## config.mk

```make
export PLATFORM = sky130hd
export DESIGN_NAME = fvs_core
export DESIGN_NICKNAME = d
export VERILOG_FILES = /design/src/logic/fvs_core.v
export VERILOG_INCLUDE_DIRS = /design/src /design/src/logic
export SDC_FILE = /design/constraint.sdc
export NUM_CORES = 1
export LEC_CHECK = 0
export BUFFER_PORTS_ARGS = -buffer_cell sky130_fd_sc_hd__buf_2
export CAP_MARGIN = 5
export CORE_MARGIN = 2
export CORE_UTILIZATION = 40
export CTS_BUF_LIST = sky130_fd_sc_hd__clkbuf_8
export DETAILED_ROUTE_END_ITERATION = 10
export HOLD_SLACK_MARGIN = 0.03
export SKIP_LAST_GASP = 1
export SLEW_MARGIN = 10
export SYNTH_ARGS = -nofsm -noshare
export SYNTH_HDL_FRONTEND = slang
export SYNTH_SLANG_ARGS = --single-unit
```

## constraint.sdc

```tcl
create_clock -name core_clk -period 6.55 [get_ports core_clk]
set_input_delay 0.655 -clock core_clk [delete_from_list [all_inputs] [get_ports core_clk]]
set_output_delay 0.655 -clock core_clk [all_outputs]
set_load 0.01 [all_outputs]
```

## src/logic/fvs_defines.vh

```
// Offsets, field positions, reset values and codes for the frequency command and V/F setup block.
`ifndef FVS_DEFINES_VH
`define FVS_DEFINES_VH

// ----------------------------------------------------------------------------
// Register byte offsets
// ----------------------------------------------------------------------------
`define FVS_A_BOOST       8'h00
`define FVS_A_MAX_FREQ    8'h04
`define FVS_A_MIN_FREQ    8'h08
`define FVS_A_BASE_FREQ   8'h0c
`define FVS_A_BASE_VOLT   8'h10
`define FVS_A_HS_MAX      8'h14
`define FVS_A_BOOST2      8'h18
`define FVS_A_BASE_FREQ2  8'h1c
`define FVS_A_ACC         8'h20
`define FVS_A_DEC         8'h24
`define FVS_A_ACC2        8'h28
`define FVS_A_DEC2        8'h2c
`define FVS_A_START_FREQ  8'h30
`define FVS_A_CTRL        8'h34
`define FVS_A_OUT_FREQ    8'h38
`define FVS_A_IN_STAT     8'h3c
`define FVS_A_PRESET      8'h80
`define FVS_PRESET_SLOTS  16

// ----------------------------------------------------------------------------
// Control register fields
// ----------------------------------------------------------------------------
`define FVS_CTRL_FLUX     0
`define FVS_CTRL_CTMOTOR  1
`define FVS_CTRL_PANEL    2
`define FVS_CTRL_3SPEED   3

// ----------------------------------------------------------------------------
// Units: frequency 0.1 Hz, boost 0.1 %, voltage 1 V, time 0.1 s
// ----------------------------------------------------------------------------
`define FVS_CODE_OFF      16'd9999
`define FVS_CODE_95PCT    16'd8888
`define FVS_BOOST_MAX     16'd300
`define FVS_BOOST_RST     16'd60
`define FVS_BOOST_CT      16'd40
`define FVS_FMAX_LIM      16'd1200
`define FVS_FTOP_LIM      16'd4000
`define FVS_VOLT_LIM      16'd1000
`define FVS_MAX_RST       16'd1200
`define FVS_MIN_RST       16'h0000
`define FVS_BASE_RST      16'd600
`define FVS_HIGH_RST      16'd600
`define FVS_MID_RST       16'd300
`define FVS_LOW_RST       16'd100
`define FVS_ACC_RST       16'd50
`define FVS_START_RST     16'd5
`define FVS_SLOT_LOW      4'h1
`define FVS_SLOT_MID      4'h2
`define FVS_SLOT_HIGH     4'h4

`endif

```

## src/logic/fvs_core.v

```verilog
// Frequency command selection, limiting and V/F curve settings.
//
// Contract
// RQ1: Boost is zero-hertz voltage, 0-30%, default 6%.
// RQ2: Second-set input selects second boost; 9999 invalid.
// RQ3: Boost ignored in flux vector mode.
// RQ4: Factory boost rewritten when constant-torque motor chosen.
// RQ5: Command above maximum clamps to maximum, 0-120 Hz.
// RQ6: Minimum frequency is lower limit, default 0 Hz.
// RQ7: High-speed maximum 120-400 Hz, mirrors maximum both ways.
// RQ8: Minimum above start frequency runs on start alone.
// RQ9: Base frequency 0-400 Hz, default 60, curve breakpoint.
// RQ10: Base voltage 0-1000 V, 8888 and 9999 codes.
// RQ11: Second-set input selects second base frequency; 9999 invalid.
// RQ12: Flux mode drops base settings, keeps S-curve inflection.
// RQ13: One second-set input switches all second functions.
// RQ14: Four select inputs choose a preset speed.
// RQ15: High, mid, low presets 0-400 Hz, default 60/30/10.
// RQ16: Presets four to fifteen accept 9999, not selected.
// RQ17: Three-speed use gives lower-speed input priority.
// RQ18: Presets four to fifteen have no priority.
// RQ19: Preset writes accepted while running.
// RQ20: Presets work in network and panel modes.
// RQ21: Configurer keeps boost near ten percent or below.
// RQ22: Second-set input selects second acceleration and deceleration.
// RQ23: Binary code maps inputs; all off selects none.
// RQ24: Limits applied after choosing preset or external command.
//
// Design decisions made here: the address-and-strobe port and the register addresses.
`timescale 1ns/1ps
`include "fvs_defines.vh"

module fvs_core #(
  parameter AW = 8,
  parameter DW = 16
) (
  input  wire          core_clk,
  input  wire          rst_n,
  input  wire [AW-1:0] reg_addr,
  input  wire [31:0]   reg_wdata,
  input  wire          reg_wr,
  input  wire          reg_rd,
  output reg  [31:0]   reg_rdata,
  input  wire          second_set_select,
  input  wire          speed_select_high,
  input  wire          speed_select_mid,
  input  wire          speed_select_low,
  input  wire          speed_select_ext,
  input  wire          start_cmd,
  input  wire [DW-1:0] ext_freq_cmd,
  output reg  [DW-1:0] out_freq,
  output reg  [DW-1:0] boost_out,
  output reg  [DW-1:0] base_freq_out,
  output reg  [DW-1:0] base_volt_out,
  output reg  [DW-1:0] inflect_freq_out,
  output reg  [DW-1:0] acc_time_out,
  output reg  [DW-1:0] dec_time_out,
  output reg           vf_bypass_out,
  output reg           second_active_out
);

  // --------------------------------------------------------------------------
  // Helpers
  // --------------------------------------------------------------------------
  function in_range;
    input [DW-1:0] v;
    input [DW-1:0] lo;
    input [DW-1:0] hi;
    begin
      in_range = (v >= lo) && (v <= hi);
    end
  endfunction

  function [DW-1:0] pick_second;
    input          sel;
    input [DW-1:0] first;
    input [DW-1:0] second;
    begin
      pick_second = (sel && second != `FVS_CODE_OFF) ? second : first;
    end
  endfunction

  function is_preset;
    input [AW-1:0] a;
    begin
      is_preset = ((a >> 6) == (`FVS_A_PRESET >> 6));
    end
  endfunction

  // --------------------------------------------------------------------------
  // Pin synchronisers
  // --------------------------------------------------------------------------
  reg  [5:0] pin_s1_r;
  reg  [5:0] pin_s2_r;
  wire [5:0] pin_raw = {start_cmd, second_set_select, speed_select_ext,
                        speed_select_high, speed_select_mid, speed_select_low};
  wire       sel_low  = pin_s2_r[0];
  wire       sel_mid  = pin_s2_r[1];
  wire       sel_high = pin_s2_r[2];
  wire       sel_ext  = pin_s2_r[3];
  wire       sel_2nd  = pin_s2_r[4];
  wire       start_s  = pin_s2_r[5];

  always @(posedge core_clk) begin
    if (!rst_n) begin
      pin_s1_r <= 6'h00;
      pin_s2_r <= 6'h00;
    end else begin
      pin_s1_r <= pin_raw;
      pin_s2_r <= pin_s1_r;
    end
  end

  // --------------------------------------------------------------------------
  // Setting registers
  // --------------------------------------------------------------------------
  reg [DW-1:0] boost_r;
  reg [DW-1:0] boost2_r;
  reg [DW-1:0] max_r;
  reg [DW-1:0] hs_max_r;
  reg [DW-1:0] min_r;
  reg [DW-1:0] base_r;
  reg [DW-1:0] base2_r;
  reg [DW-1:0] volt_r;
  reg [DW-1:0] acc_r;
  reg [DW-1:0] dec_r;
  reg [DW-1:0] acc2_r;
  reg [DW-1:0] dec2_r;
  reg [DW-1:0] start_f_r;
  reg [3:0]    ctrl_r;
  reg [DW-1:0] preset_r [0:`FVS_PRESET_SLOTS-1];

  wire [DW-1:0] wv       = reg_wdata[DW-1:0];
  wire          wr_pre   = reg_wr && is_preset(reg_addr);
  wire [3:0]    wr_slot  = reg_addr[5:2];
  wire          ct_rise  = reg_wr && (reg_addr == `FVS_A_CTRL) &&
                           reg_wdata[`FVS_CTRL_CTMOTOR] && !ctrl_r[`FVS_CTRL_CTMOTOR];
  wire          is_3slot = (wr_slot == `FVS_SLOT_LOW) || (wr_slot == `FVS_SLOT_MID) ||
                           (wr_slot == `FVS_SLOT_HIGH);
  integer i;

  // Out-of-range writes are dropped so the previous setting stays in force.
  always @(posedge core_clk) begin
    if (!rst_n) begin
      boost_r   <= `FVS_BOOST_RST;
      boost2_r  <= `FVS_CODE_OFF;
      max_r     <= `FVS_MAX_RST;
      hs_max_r  <= `FVS_MAX_RST;
      min_r     <= `FVS_MIN_RST;
      base_r    <= `FVS_BASE_RST;
      base2_r   <= `FVS_CODE_OFF;
      volt_r    <= `FVS_CODE_OFF;
      acc_r     <= `FVS_ACC_RST;
      dec_r     <= `FVS_ACC_RST;
      acc2_r    <= `FVS_ACC_RST;
      dec2_r    <= `FVS_CODE_OFF;
      start_f_r <= `FVS_START_RST;
      ctrl_r    <= 4'h0;
      for (i = 0; i < `FVS_PRESET_SLOTS; i = i + 1) begin
        preset_r[i] <= `FVS_CODE_OFF; // RQ16
      end
      preset_r[`FVS_SLOT_HIGH] <= `FVS_HIGH_RST; // RQ15
      preset_r[`FVS_SLOT_MID]  <= `FVS_MID_RST; // RQ15
      preset_r[`FVS_SLOT_LOW]  <= `FVS_LOW_RST; // RQ15
    end else begin
      if (reg_wr) begin
        case (reg_addr)
          `FVS_A_BOOST: begin
            if (wv <= `FVS_BOOST_MAX) begin
              boost_r <= wv; // RQ1
            end
          end
          `FVS_A_BOOST2: begin
            if (wv <= `FVS_BOOST_MAX || wv == `FVS_CODE_OFF) begin
              boost2_r <= wv; // RQ2
            end
          end
          `FVS_A_MAX_FREQ: begin
            if (wv <= `FVS_FMAX_LIM) begin
              max_r    <= wv; // RQ5
              hs_max_r <= wv; // RQ7
            end
          end
          `FVS_A_HS_MAX: begin
            if (in_range(wv, `FVS_FMAX_LIM, `FVS_FTOP_LIM)) begin
              hs_max_r <= wv; // RQ7
              max_r    <= wv; // RQ7
            end
          end
          `FVS_A_MIN_FREQ: begin
            if (wv <= `FVS_FMAX_LIM) begin
              min_r <= wv; // RQ6
            end
          end
          `FVS_A_BASE_FREQ: begin
            if (wv <= `FVS_FTOP_LIM) begin
              base_r <= wv; // RQ9
            end
          end
          `FVS_A_BASE_FREQ2: begin
            if (wv <= `FVS_FTOP_LIM || wv == `FVS_CODE_OFF) begin
              base2_r <= wv; // RQ11
            end
          end
          `FVS_A_BASE_VOLT: begin
            if (wv <= `FVS_VOLT_LIM || wv == `FVS_CODE_95PCT || wv == `FVS_CODE_OFF) begin
              volt_r <= wv; // RQ10
            end
          end
          `FVS_A_ACC:        acc_r     <= wv;
          `FVS_A_DEC:        dec_r     <= wv;
          `FVS_A_ACC2:       acc2_r    <= wv;
          `FVS_A_DEC2:       dec2_r    <= wv;
          `FVS_A_START_FREQ: start_f_r <= wv;
          `FVS_A_CTRL:       ctrl_r    <= reg_wdata[3:0];
          default: begin
          end
        endcase
      end
      // Preset writes are honoured at any time, running or not, in either mode.
      if (wr_pre && wr_slot != 4'h0) begin // RQ19 RQ20
        if (wv <= `FVS_FTOP_LIM || (!is_3slot && wv == `FVS_CODE_OFF)) begin // RQ15 RQ16
          preset_r[wr_slot] <= wv;
        end
      end
      // Only a factory boost is replaced, so a user tuned value is never lost.
      if (ct_rise && boost_r == `FVS_BOOST_RST &&
          !(reg_wr && reg_addr == `FVS_A_BOOST)) begin // RQ4
        boost_r <= `FVS_BOOST_CT;
      end
    end
  end

  // --------------------------------------------------------------------------
  // Preset selection and limiting
  // --------------------------------------------------------------------------
  reg  [3:0]    slot_nxt;
  reg  [DW-1:0] cmd_nxt;
  reg  [DW-1:0] freq_nxt;
  wire [3:0]    code = {sel_ext, sel_high, sel_mid, sel_low}; // RQ14 RQ23
  wire          flux = ctrl_r[`FVS_CTRL_FLUX];

  always @* begin
    slot_nxt = code; // RQ18 RQ23
    if (ctrl_r[`FVS_CTRL_3SPEED] && !sel_ext) begin
      if (sel_low) begin // RQ17
        slot_nxt = `FVS_SLOT_LOW;
      end else if (sel_mid) begin
        slot_nxt = `FVS_SLOT_MID;
      end else if (sel_high) begin
        slot_nxt = `FVS_SLOT_HIGH;
      end else begin
        slot_nxt = 4'h0;
      end
    end
    cmd_nxt = ext_freq_cmd;
    if (slot_nxt != 4'h0 && preset_r[slot_nxt] != `FVS_CODE_OFF) begin // RQ14 RQ16
      cmd_nxt = preset_r[slot_nxt];
    end
    // Clamps act on the chosen command, never on the stored presets.
    freq_nxt = cmd_nxt; // RQ24
    if (freq_nxt > max_r) begin // RQ5
      freq_nxt = max_r;
    end
    if (freq_nxt < min_r && min_r > start_f_r) begin // RQ6 RQ8
      freq_nxt = min_r;
    end
    if (!start_s) begin
      freq_nxt = {DW{1'b0}};
    end
  end

  // --------------------------------------------------------------------------
  // Output stage
  // --------------------------------------------------------------------------
  wire [DW-1:0] base_sel  = pick_second(sel_2nd, base_r, base2_r); // RQ11 RQ13
  wire [DW-1:0] boost_sel = pick_second(sel_2nd, boost_r, boost2_r); // RQ2 RQ13

  always @(posedge core_clk) begin
    if (!rst_n) begin
      out_freq          <= {DW{1'b0}};
      boost_out         <= {DW{1'b0}};
      base_freq_out     <= `FVS_BASE_RST;
      base_volt_out     <= `FVS_CODE_OFF;
      inflect_freq_out  <= `FVS_BASE_RST;
      acc_time_out      <= `FVS_ACC_RST;
      dec_time_out      <= `FVS_ACC_RST;
      vf_bypass_out     <= 1'b0;
      second_active_out <= 1'b0;
    end else begin
      out_freq          <= freq_nxt; // RQ24
      boost_out         <= flux ? {DW{1'b0}} : boost_sel; // RQ1 RQ2 RQ3
      base_freq_out     <= flux ? {DW{1'b0}} : base_sel; // RQ9 RQ12
      base_volt_out     <= flux ? {DW{1'b0}} : volt_r; // RQ10 RQ12
      inflect_freq_out  <= base_sel; // RQ12
      vf_bypass_out     <= flux; // RQ12
      second_active_out <= sel_2nd; // RQ13
      acc_time_out      <= sel_2nd ? acc2_r : acc_r; // RQ22
      // A second deceleration of 9999 follows the second acceleration time.
      dec_time_out      <= sel_2nd ? ((dec2_r == `FVS_CODE_OFF) ? acc2_r : dec2_r)
                                   : dec_r; // RQ22
    end
  end

  // --------------------------------------------------------------------------
  // Register read port
  // --------------------------------------------------------------------------
  reg [31:0] rd_nxt;

  always @* begin
    rd_nxt = 32'h0000_0000;
    if (is_preset(reg_addr)) begin
      rd_nxt = {16'h0000, preset_r[reg_addr[5:2]]};
    end else begin
      case (reg_addr)
        `FVS_A_BOOST:      rd_nxt = {16'h0000, boost_r};
        `FVS_A_BOOST2:     rd_nxt = {16'h0000, boost2_r};
        `FVS_A_MAX_FREQ:   rd_nxt = {16'h0000, max_r};
        `FVS_A_HS_MAX:     rd_nxt = {16'h0000, hs_max_r};
        `FVS_A_MIN_FREQ:   rd_nxt = {16'h0000, min_r};
        `FVS_A_BASE_FREQ:  rd_nxt = {16'h0000, base_r};
        `FVS_A_BASE_FREQ2: rd_nxt = {16'h0000, base2_r};
        `FVS_A_BASE_VOLT:  rd_nxt = {16'h0000, volt_r};
        `FVS_A_ACC:        rd_nxt = {16'h0000, acc_r};
        `FVS_A_DEC:        rd_nxt = {16'h0000, dec_r};
        `FVS_A_ACC2:       rd_nxt = {16'h0000, acc2_r};
        `FVS_A_DEC2:       rd_nxt = {16'h0000, dec2_r};
        `FVS_A_START_FREQ: rd_nxt = {16'h0000, start_f_r};
        `FVS_A_CTRL:       rd_nxt = {28'h0000000, ctrl_r};
        `FVS_A_OUT_FREQ:   rd_nxt = {16'h0000, out_freq};
        `FVS_A_IN_STAT:    rd_nxt = {26'h0, pin_s2_r};
        default:           rd_nxt = 32'h0000_0000;
      endcase
    end
  end

  always @(posedge core_clk) begin
    if (!rst_n) begin
      reg_rdata <= 32'h0000_0000;
    end else begin
      reg_rdata <= reg_rd ? rd_nxt : 32'h0000_0000;
    end
  end

endmodule

```

==> Word level (Yosys, flattened, before mapping) <==
Memories as Yosys holds them, arrays and structs flattened.
Cells that the tools add are included.
{ "word_totals": {"ram_bits": 256, "latch_bits": 0, "memories": 1, "mem_bits_ro": 0, "regBits": 354, "in_bits": 66} }
{ "classes": {"mul": 0, "shift": 0, "magnitude_cmp": 8, "reduce_logical": 54, "addsub": 0, "div_mod_pow": 0, "bitwise_logic": 5, "eq_ne": 28, "n_mux": 34} }
{ "memory_table": {"columns": ["name", "depth", "word_bits", "rd", "rd_ports_with_merged_regs", "wr", "line_no", "source"], "rows": [
  ["preset_r", 16, 16, 2, 0, 16, "fvs_core.v:131", "reg [DW-1:0] preset_r [0:`FVS_PRESET_SLOTS-1];"]
]} }
{ "ops": {"columns": ["cell", "n"], "rows": [
  ["16-bit 2-to-1 mux", 15],
  ["16-bit one-hot mux with 15 select lines", 1],
  ["8-bit by 6-bit == test with 1-bit output (second input constant)", 8],
  ["16-bit by 14-bit == test with 1-bit output (second input constant)", 3],
  ["16-bit by 14-bit != test with 1-bit output (second input constant)", 3],
  ["8-bit by 5-bit == test with 1-bit output (second input constant)", 4],
  ["16-bit > comparator", 2],
  ["16-bit one-hot mux with 2 select lines", 1],
  ["3-bit AND reduction", 7],
  ["5-bit 2-to-1 mux", 4],
  ["16-bit by 6-bit == test with 1-bit output (second input constant)", 1],
  ["8-bit by 4-bit == test with 1-bit output (second input constant)", 2],
  ["16-bit by 11-bit greater-or-equal comparator with 1-bit output (second input constant)", 1],
  ["16-bit by 10-bit <= comparator with 1-bit output (second input constant)", 1],
  ["16-bit by 11-bit <= comparator with 1-bit output (second input constant)", 1],
  ["16-bit by 12-bit <= comparator with 1-bit output (second input constant)", 1],
  ["16-bit by 9-bit <= comparator with 1-bit output (second input constant)", 1],
  ["16-bit < comparator", 1],
  ["2-bit AND reduction", 8],
  ["16-bit OR reduction", 1],
  ["1-bit logical AND", 15],
  ["14-bit 2-to-1 mux", 1],
  ["10-bit 2-to-1 mux", 1],
  ["3-bit 2-to-1 mux", 3],
  ["18 further kinds", 43]
]} }

==> Logic depth before layout (Yosys ltp) <==
An unclocked memory read counts as a cell.
{ "logic_depth": {"ltp_word": 13, "mapped_depth": 37, "mapped_depth_nobuf": 31} }

==> Worst setup path after synthesis <==
OpenSTA, ideal clock, no wires.
{ "synth_timing": {"path_type": "reg-to-reg", "from": "reg ctrl_r[3]", "to": "reg out_freq[15]", "n_path_buf": 7, "setup_time_ps": 59, "t_required_ps": 6491, "path_slack_ps": 168, "arrival_time_ps": 6323, "path_stages_with_launch": 35, "path_cell_list": "dfxtp_1 nor2b_1 buf_4 buf_2 buf_6 o2bb2ai_1 nand2_1 a222oi_1 o21ai_0 nor3_2 nand4_2 clkbuf_1 a21boi_0 a21o_1 ha_1 a21o_1 a21o_1 a21oi_1 nor2_1 a211oi_1 a21o_1 clkbuf_1 clkbuf_1 o21ai_0 nor2_1 a21oi_1 ha_1 a21o_1 a21o_1 a211oi_1 nor2_1 a211o_1 clkbuf_1 a2111oi_2 a31o_1"} }
{ "synth_between": {"elab_chain_cells": 11, "elab_cells_between_ends": 12} }
{ "synth_rtl": {"columns": ["item", "line_no", "source"], "rows": [
  ["start: declaration", "fvs_core.v:130", "reg [3:0] ctrl_r;"],
  ["start signal: assignment", "fvs_core.v:215", "`FVS_A_CTRL: ctrl_r <= reg_wdata[3:0];"],
  ["1-bit logical AND *", "fvs_core.v:245", "if (ctrl_r[`FVS_CTRL_3SPEED] && !sel_ext) begin"],
  ["4-bit 2-to-1 mux *", "fvs_core.v:245", null],
  ["memory read 16 x 16 bit", null, null],
  ["16-bit by 14-bit != test with 1-bit output (no line)", null, null],
  ["1-bit logical AND (no line)", null, null],
  ["16-bit 2-to-1 mux *", "fvs_core.v:257", "if (slot_nxt != 4'h0 && preset_r[slot_nxt] != `FVS_CODE_OFF) begin"],
  ["16-bit > comparator", "fvs_core.v:262", "if (freq_nxt > max_r) begin"],
  ["16-bit 2-to-1 mux *", "fvs_core.v:262", null],
  ["16-bit < comparator", "fvs_core.v:265", "if (freq_nxt < min_r && min_r > start_f_r) begin"],
  ["1-bit logical AND", "fvs_core.v:265", null],
  ["16-bit 2-to-1 mux *", "fvs_core.v:265", null],
  ["end signal: assignment", "fvs_core.v:281", "out_freq <= {DW{1'b0}};"],
  ["end signal: assignment", "fvs_core.v:291", "out_freq <= freq_nxt;"],
  ["end: declaration", "fvs_core.v:51", "output reg [DW-1:0] out_freq,"]
]} }
Every way passes the cells marked *; elsewhere a longest branch is shown, timed or not.
A chain may end at the register's enable or synchronous reset.

==> Worst setup path after layout <==
{ "layout_timing": {"from": "reg pin_s2_r[1]", "to": "reg out_freq[15]"} }
{ "layout_between": {"elab_chain_cells": 12, "elab_cells_between_ends": 13} }
{ "layout_rtl": {"columns": ["item", "line_no", "source"], "rows": [
  ["start: declaration", "fvs_core.v:94", "reg [5:0] pin_s2_r;"],
  ["start signal: assignment", "fvs_core.v:110", "pin_s2_r <= pin_s1_r;"],
  ["3-bit 2-to-1 mux", "fvs_core.v:248", "end else if (sel_mid) begin"],
  ["3-bit 2-to-1 mux", "fvs_core.v:246", "if (sel_low) begin"],
  ["4-bit 2-to-1 mux *", "fvs_core.v:245", null],
  ["memory read 16 x 16 bit", null, null],
  ["16-bit by 14-bit != test with 1-bit output (no line)", null, null],
  ["1-bit logical AND (no line)", null, null],
  ["16-bit 2-to-1 mux *", "fvs_core.v:257", null],
  ["16-bit > comparator", "fvs_core.v:262", null],
  ["16-bit 2-to-1 mux *", "fvs_core.v:262", null],
  ["16-bit < comparator", "fvs_core.v:265", null],
  ["1-bit logical AND", "fvs_core.v:265", null],
  ["16-bit 2-to-1 mux *", "fvs_core.v:265", null]
]} }
Marks and branches as above.

==> metrics.txt <==
synthesized flop and latch total 594; Slew headroom 11.7%; Setup WS post-layout -0.0257 ns; library cells used by synthesis 82; largest cells by area after synthesis edfxtp_1, dfxtp_1, mux4_2; clock sinks 594; final wirelength approximately 120000 um; Critical Path End Type register; CTS H-tree lvls 3; DR iter-0 viols around 3.6k; Port Buf Inserts 179; skew final 0.0370 ns; Syn. warnings 0; WS Path Type register to register; antenna violations before repair 7; Max Freq 152 MHz; crit path launch type register; ratio of cells with drive above 1 in the final layout 24.9%; Synth area leader edfxtp_1; Starting Density 40.6%; max_cap viols 0; reg2reg path depth 36; TritonCTS buffer count 101; largest net degree at the start of global routing 89; Cell Pwr Density 250 nW/um2; worst-margin pin slew ~1.3 ns; Slowest-stage cell, CP a2111o_1; Total GRT Usage 31.3%; CTS tree yes; Syn Area/Cell just over 10 um2; aggregate global routing overflow 0; Placed Instances 4008; peak supply drop 0.195 mV; CP peak stage delay 0.47 ns; Root Buffer clkbuf_8; gpl congestion 0.990; area delta synth->final 23.2%; drt first pass iters 6; critical path fanouts, max 15; commonest cells in the netlist nand2_1, dfxtp_1, edfxtp_1; DRC viols 0; Leak Pwr around 0.014 uW; CP required 7.20 ns; Final HPWL DP 83800 um; Nets about 3.3k; Final ANT Viol Nets 0; Max Slew Vio Count 0; post-synth top area share about a quarter; EDFF count, synth 240; setup violators final 7; unrepaired setup endpoints after global routing true; hold path depth 2; Mapped Area 28500 um2; failing checks setup timing; Reg clk slew, reported paths 0.06 ns; setup TNS -0.0845 ns; most frequent cell after synthesis nand2_1; CTS max path bufs 3; Vias between 20k and 30k; Post-Layout Cell Count about 4.2k; Synth Flop Type dfxtp_1; routed length per instance 27.8 um; Tightest Hold Check Type input port to register; Gate Count Post-Synth 2821; number of global-route vias before repair 24.5k; Clk Latency, worst-skew pair 0.73 ns; die area 73500 um2; Hold Vio Cnt, Final 0; fin crit period 6.58 ns; die width 271 um; vias per inst between 6 and 7; first-pass GRT wire length 170000 um; Final Cycle Share 100%; register area share after synthesis roughly half; CORE AREA about 70000 um2; Rows 97; Chip Height approximately 270 um; status finished with violations; IO Count 212; r2r setup slk -0.03 ns; asr flop ratio synth 0%; WP data arrival 7.22 ns
cell usage in the layout (no fill, tap or decap), types with 75 or more instances in the layout:
master / synthesis / final
clkbuf_8: 0 / 125
a21oi_1: 129 / 123
dfxtp_1: 354 / 349
nand2_1: 412 / 410
and2_1: 90 / 90
buf_2: 21 / 176
o21ai_0: 106 / 83
nor2_1: 143 / 133
conb_1: 2 / 75
edfxtp_1: 240 / 240
mux2i_1: 98 / 98
inv_1: 89 / 112
mux4_2: 80 / 80
buf_4: 26 / 248
per-stage QoR:
stage / utilization, % / hold WS [ns] / area [um2] / total power [uW] / setup slack [ns]
floorplan: - / 0.412 / 28800 / 4580 / 0.168
global placement: 45.4 / 0.414 / 31900 / 5050 / -0.481
detailed placement: 45.4 / 0.423 / 31900 / 5060 / -0.616
CTS: 49.1 / 0.0830 / 34500 / 8740 / 0.00145
global route: 50.0 / 0.127 / 35200 / 9050 / -0.288
finish: 50.0 / 0.143 / 35200 / 8800 / -0.0257
timing repair:
item                                    4_1_cts  5_1_grt
gates resized for setup                      64       86
cloned                                        0        3
buffers inserted                             19       21
hold buffers                                  0        0
endpoints found under the setup margin       16       16
pin swaps                                    23       41
final cells by class:
cell class / count / area (um2)
antenna: 1 / 2.50
clock buffer: 125 / 1720
clock inverter: 60 / 498
fill: 6467 / 35100
inverter: 92 / 350
multi-input combinational: 1954 / 13600
sequential: 594 / 14300
tap: 940 / 1180
timing repair buffer: 471 / 3480
flip-flops by register name, indices dropped and copies added (netlist names), 4 cells and up:
name / flops
start_f_r: 16
dec2_r: 16
boost2_r: 16
base_r: 16
boost_out: 16
reg_rdata: 16
hs_max_r: 16
inflect_freq_out: 16
acc_time_out: 16
preset_r: 256
base2_r: 16
ctrl_r: 4
dec_time_out: 16
boost_r: 16
base_volt_out: 16
out_freq: 16
acc_r: 16
volt_r: 16
pin_s1_r: 6
pin_s2_r: 6
min_r: 16
dec_r: 16
base_freq_out: 16
acc2_r: 16
final timing paths:
| check | from | endpoint |
|---|---|---|
| setup / recovery | pin_s2_r[1] | out_freq[15] |
| hold reg to reg | pin_s1_r[2] | pin_s2_r[2] |
| setup reg to reg | pin_s2_r[1] | out_freq[15] |
| hold / removal | start_cmd | pin_s1_r[5] |
metal layers:
metal  GRT usage (%)  vias to the layer above  routed length (um)
li1                -                    11100                   -
met1            42.0                    12600               45600
met2            48.0                     1695               52200
met3            7.38                      337               13700
met4            14.3                       12                6060
met5               0                        -                  78
logic make-up after synthesis:
family,share of synthesized area [%]
compound gates,15.5
fa+ha+maj,2.06
buf+inv,5.12
flops,50.1
mux,9.83
other cells,0.0263
simple gates,17.4
critical path, delay by kind of cell, from the launching register on:
kind            cells  cell delay (ns)
simple gates        8             0.88
fa+ha+maj           2             0.42
compound gates     19             3.87
flops               1             0.40
buf+inv             7             0.94
power by group:
group          switching [uW]  internal, uW  leakage (uW)
clock network            1610          2050       0.00123
registers                67.1          3950       0.00522
logic                     655           472       0.00724
No activity file was read; power rests on OpenSTA's default activity.
